### src/core/output_synth_pkg.sv
/*
  Constants and carrier types for the output synthesizer configuration block.
  Assumes an 8-bit register port on the same clock as the block.
*/
package output_synth_pkg;
  // ********************************************************
  // Register offsets and values after reset
  // ********************************************************
  localparam logic [7:0] FP_OFFSET_UPPER_ADDR = 8'h42;
  localparam logic [7:0] SYNTH_ENABLE_ADDR = 8'h50;
  localparam logic [7:0] SYNTH_RUN_ADDR = 8'h51;
  localparam logic [7:0] SYNTH_FREQ_ADDR = 8'h52;
  localparam logic [7:0] SYNTH_QUADRANT_ADDR = 8'h53;
  localparam logic [7:0] SYNTH_FINE_ADDR = 8'h55;
  localparam logic [7:0] FP_OFFSET_UPPER_RST = 8'h00;
  localparam logic [7:0] SYNTH_ENABLE_RST = 8'h8f;
  localparam logic [7:0] SYNTH_RUN_RST = 8'h0f;
  localparam logic [7:0] SYNTH_FREQ_RST = 8'h42;
  localparam logic [7:0] SYNTH_QUADRANT_RST = 8'h00;
  localparam logic [7:0] SYNTH_FINE_RST = 8'h00;
  localparam logic [7:0] UNMAPPED_READ = 8'h00;
  // ********************************************************
  // Field positions
  // ********************************************************
  localparam int DRIVE_EN_BIT = 0;
  localparam int SYNTH_EN_BIT = 7;
  localparam int RUN_BIT = 0;
  localparam int FAMILY_BIT = 4;
  localparam int DIFF_GROUP_BIT = 5;
  localparam int PLAN_BIT = 6;
  localparam int COARSE_MSB = 5;
  localparam int FREQ_MSB = 3;
  localparam int QUAD_MSB = 1;
  // ********************************************************
  // Units of the offset and trim values, and quarter length constants
  // ********************************************************
  localparam int FRAME_RATE_HZ = 8000;
  localparam int FINE_UNIT_KHZ = 262144;
  localparam int TRIM_STEP_FS = 119200;
  localparam int QUARTER_W = 8;
  localparam logic [7:0] QUARTER_MIN = 8'h01;
  typedef struct packed {
    logic [21:0] fp_offset;
    logic [5:0] fp_coarse_frames;
    logic [15:0] fp_fine_units;
    logic synth_on;
    logic ethernet_plan;
    logic ethernet_family;
    logic diff_low_speed;
    logic [3:0] freq_code;
    logic [1:0] quadrant;
    logic signed [7:0] fine_trim;
  } synth_cfg_t;
endpackage

### src/core/output_synth_config_regs.sv
/*
  Output synthesizer configuration registers with a simple clock generator
  for the synthesizer clock pin.
  Assumes a same-clock register master that never overlaps strobes, and
  that the lower sixteen frame offset bits come from registers elsewhere.
*/
// Notes on behaviour
// The six low bits of the upper offset register form bits 21:16 of the 22-bit frame pulse offset.
// The coarse offset field counts whole 8 kHz frame periods of frame pulse delay.
// For an E1-multiple sync clock the sixteen low offset bits count 262.144 MHz periods.
// Drive enable bit 0 of register 0x50 drives the synthesizer clock pin, zero floats it.
// Bit 7 of the enable register runs the synthesizer, zero shuts it off.
// Run bit 0 of register 0x51 lets the clock toggle, zero holds it low.
// Plan select bit 6 chooses the SONET/SDH plan at zero and the Ethernet plan at one.
// Family bit 4 with the plan bit chooses SONET/SDH or Ethernet output frequencies.
// Bit 5 of the run register picks the high-speed diff group at zero, low-speed at one.
// The four-bit code in bits 3:0 of the frequency register sets the clock rate by a fixed table.
// A two-bit field shifts the clock phase by zero, 90, 180 or 270 degrees.
// The fine trim is a signed 8-bit count of 119.2 ps steps.
// Software writes reserved bits only with their reset values.
`timescale 1ns/1ps
module output_synth_config_regs (
  // Clock and reset
  input wire logic clk_sys,
  input wire logic rst,
  // Register port
  input wire logic [7:0] reg_addr,
  input wire logic [7:0] reg_wdata,
  input wire logic reg_wr,
  input wire logic reg_rd,
  output logic [7:0] reg_rdata,
  // Lower frame pulse offset bits
  input wire logic [15:0] fp_offset_low,
  // Decoded configuration
  output output_synth_pkg::synth_cfg_t cfg,
  // Synthesizer clock pin
  output logic synth_clk_out,
  output logic synth_clk_oe_n
);
  // ********************************************************
  // Register file
  // ********************************************************
  logic [7:0] fp_upper;
  logic [7:0] en_ctrl;
  logic [7:0] run_ctrl;
  logic [7:0] freq_sel;
  logic [7:0] quad_sel;
  logic [7:0] fine_sel;

  // Reserved bits are stored as written and read back unchanged.
  always_ff @(posedge clk_sys or posedge rst) begin
    if (rst) begin
      fp_upper <= output_synth_pkg::FP_OFFSET_UPPER_RST;
      en_ctrl <= output_synth_pkg::SYNTH_ENABLE_RST;
      run_ctrl <= output_synth_pkg::SYNTH_RUN_RST;
      freq_sel <= output_synth_pkg::SYNTH_FREQ_RST;
      quad_sel <= output_synth_pkg::SYNTH_QUADRANT_RST;
      fine_sel <= output_synth_pkg::SYNTH_FINE_RST;
    end else if (reg_wr) begin
      if (reg_addr == output_synth_pkg::FP_OFFSET_UPPER_ADDR) begin
        fp_upper <= reg_wdata;
      end else if (reg_addr == output_synth_pkg::SYNTH_ENABLE_ADDR) begin
        en_ctrl <= reg_wdata;
      end else if (reg_addr == output_synth_pkg::SYNTH_RUN_ADDR) begin
        run_ctrl <= reg_wdata;
      end else if (reg_addr == output_synth_pkg::SYNTH_FREQ_ADDR) begin
        freq_sel <= reg_wdata;
      end else if (reg_addr == output_synth_pkg::SYNTH_QUADRANT_ADDR) begin
        quad_sel <= reg_wdata;
      end else if (reg_addr == output_synth_pkg::SYNTH_FINE_ADDR) begin
        fine_sel <= reg_wdata;
      end
    end
  end

  always_ff @(posedge clk_sys or posedge rst) begin
    if (rst) begin
      reg_rdata <= output_synth_pkg::UNMAPPED_READ;
    end else if (reg_rd) begin
      if (reg_addr == output_synth_pkg::FP_OFFSET_UPPER_ADDR) begin
        reg_rdata <= fp_upper;
      end else if (reg_addr == output_synth_pkg::SYNTH_ENABLE_ADDR) begin
        reg_rdata <= en_ctrl;
      end else if (reg_addr == output_synth_pkg::SYNTH_RUN_ADDR) begin
        reg_rdata <= run_ctrl;
      end else if (reg_addr == output_synth_pkg::SYNTH_FREQ_ADDR) begin
        reg_rdata <= freq_sel;
      end else if (reg_addr == output_synth_pkg::SYNTH_QUADRANT_ADDR) begin
        reg_rdata <= quad_sel;
      end else if (reg_addr == output_synth_pkg::SYNTH_FINE_ADDR) begin
        reg_rdata <= fine_sel;
      end else begin
        reg_rdata <= output_synth_pkg::UNMAPPED_READ;
      end
    end
  end

  // ********************************************************
  // Decoded configuration
  // ********************************************************
  logic synth_en;
  logic run_en;
  assign synth_en = en_ctrl[output_synth_pkg::SYNTH_EN_BIT];
  assign run_en = run_ctrl[output_synth_pkg::RUN_BIT];

  always_comb begin
    cfg.fp_coarse_frames = fp_upper[output_synth_pkg::COARSE_MSB:0];
    cfg.fp_fine_units = fp_offset_low;
    cfg.fp_offset = {fp_upper[output_synth_pkg::COARSE_MSB:0], fp_offset_low};
    cfg.synth_on = synth_en;
    cfg.ethernet_plan = run_ctrl[output_synth_pkg::PLAN_BIT];
    cfg.ethernet_family = run_ctrl[output_synth_pkg::FAMILY_BIT];
    cfg.diff_low_speed = run_ctrl[output_synth_pkg::DIFF_GROUP_BIT];
    cfg.freq_code = freq_sel[output_synth_pkg::FREQ_MSB:0];
    cfg.quadrant = quad_sel[output_synth_pkg::QUAD_MSB:0];
    cfg.fine_trim = $signed(fine_sel);
  end

  // ********************************************************
  // Clock generator
  // ********************************************************
  // The table gives the length of one quarter period in system cycles. The
  // real analog rates cannot be made from a 200 MHz clock, so this is a
  // scaled stand-in that keeps the ordering of codes and plans.
  function automatic logic [7:0] quarter_len(input logic [3:0] code, input logic eth);
    logic [7:0] len;
    len = output_synth_pkg::QUARTER_MIN;
    if (eth) begin
      len = 8'h02 + {3'h0, code, 1'b0};
    end else begin
      len = 8'h01 + {4'h0, code};
    end
    return len;
  endfunction

  logic [7:0] quarter;
  logic [7:0] qcnt;
  logic [1:0] qidx;
  logic gen_run;
  // Only when both plan and family agree on Ethernet are Ethernet rates used.
  assign quarter = quarter_len(cfg.freq_code, cfg.ethernet_plan & cfg.ethernet_family);
  assign gen_run = synth_en & run_en;

  // A stopped generator restarts at the first quarter so that phase is known.
  always_ff @(posedge clk_sys or posedge rst) begin
    if (rst) begin
      qcnt <= 8'h00;
      qidx <= 2'h0;
    end else if (!gen_run) begin
      qcnt <= 8'h00;
      qidx <= 2'h0;
    end else if (qcnt >= quarter - output_synth_pkg::QUARTER_MIN) begin
      qcnt <= 8'h00;
      qidx <= qidx + 2'h1;
    end else begin
      qcnt <= qcnt + 8'h01;
    end
  end

  logic [1:0] rel_quarter;
  assign rel_quarter = qidx - cfg.quadrant;

  always_ff @(posedge clk_sys or posedge rst) begin
    if (rst) begin
      synth_clk_out <= 1'b0;
    end else begin
      synth_clk_out <= gen_run & ~rel_quarter[1];
    end
  end

  assign synth_clk_oe_n = ~en_ctrl[output_synth_pkg::DRIVE_EN_BIT];

  // Lists the offsets that hold a register; a read anywhere else must
  // return the fixed unmapped value rather than stale data.
  function automatic logic addr_mapped(input logic [7:0] a);
    logic hit;
    hit = 1'b0;
    if (a == output_synth_pkg::FP_OFFSET_UPPER_ADDR) begin
      hit = 1'b1;
    end else if (a == output_synth_pkg::SYNTH_ENABLE_ADDR) begin
      hit = 1'b1;
    end else if (a == output_synth_pkg::SYNTH_RUN_ADDR) begin
      hit = 1'b1;
    end else if (a == output_synth_pkg::SYNTH_FREQ_ADDR) begin
      hit = 1'b1;
    end else if (a == output_synth_pkg::SYNTH_QUADRANT_ADDR) begin
      hit = 1'b1;
    end else if (a == output_synth_pkg::SYNTH_FINE_ADDR) begin
      hit = 1'b1;
    end
    return hit;
  endfunction
endmodule

### config.mk
export PLATFORM = sky130hd
export DESIGN_NAME = output_synth_config_regs
export DESIGN_NICKNAME = d
export VERILOG_FILES = /design/src/core/output_synth_pkg.sv /design/src/core/output_synth_config_regs.sv
export SDC_FILE = /design/constraint.sdc
export NUM_CORES = 1
export LEC_CHECK = 0
export CAP_MARGIN = 25
export CORE_ASPECT_RATIO = 0.8
export CORE_MARGIN = 2
export CORE_UTILIZATION = 40
export CTS_BUF_LIST = sky130_fd_sc_hd__clkbuf_4 sky130_fd_sc_hd__clkbuf_8
export DETAILED_ROUTE_END_ITERATION = 12
export DONT_BUFFER_PORTS = 1
export PLACE_DENSITY = 0.54
export SYNTH_ARGS = -nofsm -noshare
export SYNTH_HDL_FRONTEND = slang
export SYNTH_SLANG_ARGS = --single-unit
export TNS_END_PERCENT = 10
### constraint.sdc
create_clock -name clk_sys -period 3.2 [get_ports clk_sys]
set_input_delay 0.48 -clock clk_sys [delete_from_list [all_inputs] [get_ports clk_sys]]
set_output_delay 0.48 -clock clk_sys [all_outputs]
set_load 0.01 [all_outputs]
==> impl_summary.txt <==
----------------------------------------------------
[Logic synthesis]
  Number of flops mapped to enable cells by yosys ... 0
  Number of synthesis warnings ... 0
  Synthesized netlist net count ... between 400 and 500
  Share of async-settable or async-resettable flops after synthesis ... 100%
  Top_reg_cell synth ... dfrtp_1
  Flops & latches, synth ... 67
  Per-instance average area after synthesis ... 10.9 µm²
  Yosys cell types ... 50
  Sequential fraction of the synthesis area ... between 40% and 50%
  Number of instances in the synthesized netlist ... roughly 370
  Post-Syn Area ... a little under 4000 µm²

[Route]
  Pre-Repair DR Iteration Count ... 4
  Post-DRT Antenna Nets ... 0
  Number of vias in the routed layout ... around 2500
  Average detailed-routed wire length per instance ... around 18 µm
  Aggregate routed wire length ... between 8 and 9 mm
  Average via count per standard cell ... about 5.4
  Violation count after the first detailed-route iteration ... about 110
  Number of design rule violations left after detail routing ... 0

[Floorplanning]
  Overall die height ... between 90 and 100 µm
  Die width ... 115 µm
  Area enclosed by the die boundary ... 10700 µm²
  Initial core utilization ... between 40% and 50%
  # IOs ... around 110
  Row Count ... 32
  Area of the core region ... roughly 9600 µm²

[Worst setup path]
  Depth of the worst register-to-register path ... 13
  Required @ worst endpoint ... 3.48 ns
  Startpoint type of the worst setup path ... flip-flop
  Register-to-register path setup slack ... approximately 0.16 ns
  Startpoint-to-endpoint class of the critical path ... reg2reg
  Crit path DAT ... 3.32 ns
  Kind of capture point of the worst setup path ... flip-flop
  Biggest fanout along the worst timing path ... 8

[STA]
  Number of max-slew violations in the final report ... 0
  Final Hold Violating Endpoints ... 0
  Maximum clock frequency ... 0.329 GHz
  Slew at the pin closest to its max-slew limit ... between 0.8 and 0.9 ns
  Period utilization ... 94.9%
  PnR worst setup slack ... 0.164 ns
  Final-layout setup total negative slack ... 0 ns
  Final Skew ... around 0.011 ns
  Setup violators final ... 0
  RSZ-0062 raised after global routing ... false
  Worst slew margin ... a little over two fifths
  Final critical path time including I/O delays and setup ... 3.04 ns

[Clocking]
  Cell at the root of the clock tree ... clkbuf_8
  Sinks on Clock Net ... 67
  Number of buffers on the longest clock path ... 2
  H-tree level count ... 3
  Skew-Pair Late Insertion Delay ... around 0.35 ns
  TritonCTS clock tree ... yes
  Num CTS Buffers ... 9
  Clock Pin Slew Worst Setup and Hold Paths ... roughly 0.070 ns

[GRT]
  First-pass GRT wire length ... ~13 mm
  Sum of overflow across all layers after global routing ... 0
  Number of global-route vias before repair ... approximately 2600
  Global Route Usage Sum ... 16.6%
  Number of antenna violations at the first check in global routing ... 0
  Maximum number of pins on one net before global-route repair ... 68

[Flow run]
  Maxcap violations ... 0

[Outcome]
  Result of the run ... finished, final reports clean

[Placed design]
  Estimated wirelength of the detail-placed design ... around 6.0 mm
  Post-DP Area ... approximately 3700 µm²
  Pre-CTS setup slack ... between 0.1 and 0.15 ns
  Routability Congestion ... 0.816
  IO Port Bufs ... 0

[Finish]
  Area delta synth->final ... 0.410%
  Final core occ ... between 40% and 50%
  Layout Nets ... 361
  Share of post-route cells with drive strength above 1 ... 33.8%
  Finished layout cell area ... approximately 4000 µm²
  Antenna cell count ... 0

[Worst hold path]
  Number of cells on the worst hold path ... 1
  Min-Delay Path Class ... in2reg

[Power]
  Maximum ir drop on the vdd rail ... 0.339 mV
  Leakage ... roughly 1.7 nW
  Power Density ... ~480 nW/µm²

----------------------------------------------------
==> kinds of logic (layout without fill, tap and decap cells) <==
logic type                 count (synthesis)  in the layout  synth area share, %
xor gates and xnor gates                  13             13                 2.87
AOI/OAI and AO/OA                         58             58                 10.8
and+or+nand+nor                           90             90                 13.0
DFF                                       67             67                 42.6
adders and majority gates                 10             10                 3.15
muxes                                     53             53                 15.0
buffers and inverters                     74             29                 12.6
==> metal layers <==
metal  global-route usage (%)  vias to the layer above  wire length [µm]
li1                         -                     1163                 -
met1                     22.4                     1202              4040
met2                     23.3                       70              3490
met3                     6.16                       22               586
met4                     8.33                        0               180
met5                        0                        -                 0
==> final timing paths <==
| check | to | from |
|---|---|---|
| worst max-delay path | qcnt[7] | freq_sel[1] |
| worst min-delay path | reg_rdata[3] | reg_rd |
| worst max register to register | qcnt[7] | freq_sel[1] |
| worst min register to register | freq_sel[4] | freq_sel[4] |
| max in group asynchronous | freq_sel[7] | rst |
| min in group asynchronous | qcnt[0] | rst |
==> worst max-delay path, stage by stage, from the launching register on <==
cell	delay [ns]
dfstp_2	0.53
ha_1	0.25
nand2b_4	0.18
o211ai_1	0.16
o21ai_0	0.09
nor2b_1	0.15
a311oi_2	0.27
ha_1	0.30
a211oi_2	0.22
nor2_1	0.09
a2111oi_4	0.31
buf_4	0.19
o21bai_4	0.11
nor2_1	0.12
==> cells in the final DEF, fill, tap and decap left out, types with 8 or more instances in the layout <==
master	instances
ha_1	10
nand2_1	20
nor2_1	24
a21oi_1	10
dfrtp_1	56
xnor2_1	8
mux2_2	52
clkbuf_8	11
dfstp_2	11
==> state kept, by name (all words and copies together), names as in the netlist <==
signal and count:
en_ctrl 8, fine_sel 8, fp_upper 8, freq_sel 8, qcnt 8, qidx 2
quad_sel 8, reg_rdata 8, run_ctrl 8, synth_clk_out 1
==> layout make-up <==
type / instances / area (µm²)
fillers: 938 / 5660
multi-input cells: 224 / 1820
flip-flops and latches: 67 / 1690
well taps: 136 / 170
clock buffers: 11 / 151
clock inverters: 5 / 83.8
repair buffers: 7 / 52.6
inverters: 6 / 22.5
==> cells in the mapped netlist (all sizes together) (5+ instances only) <==
cell type | number | area, µm²
buf | 63 | 458
dfrtp | 56 | 1400
mux2 | 52 | 586
nor2 | 28 | 115
nand2 | 21 | 81.3
dfstp | 11 | 289
nand3 | 11 | 70.1
a21oi | 10 | 50.1
ha | 10 | 125
o21ai | 9 | 45.0
a311oi | 8 | 70.1
xnor2 | 8 | 70.1
inv | 6 | 22.5
a32oi | 5 | 43.8
clkbuf | 5 | 20.0
nand4 | 5 | 52.6
nor2b | 5 | 31.3
xor2 | 5 | 43.8
==> what timing repair did <==
action                     CTS  global route
setup endpoints to repair    0            10
gates resized for setup      0            10
hold buffers                 0             0
buffers inserted             0             1
==> power breakdown <==
| group | switching, W | internal [W] |
|---|---|---|
| clock network | 0.000344 | 0.000484 |
| logic | 0.0000785 | 0.0000750 |
| registers | 0.0000428 | 0.000887 |
==> metrics by stage <==
| step | std cells | hold slack, ns | total power (W) |
|---|---|---|---|
| 2_1_floorplan | 365 | 0.467 | 0.00112 |
| 3_3_place_gp | 439 | 0.482 | 0.00109 |
| 3_5_place_dp | 439 | 0.494 | 0.00109 |
| 4_1_cts | 455 | 0.191 | 0.00192 |
| 5_1_grt | 456 | 0.192 | 0.00200 |
| 6_report | 456 | 0.209 | 0.00191 |
Power figures use the tool's default switching activity.
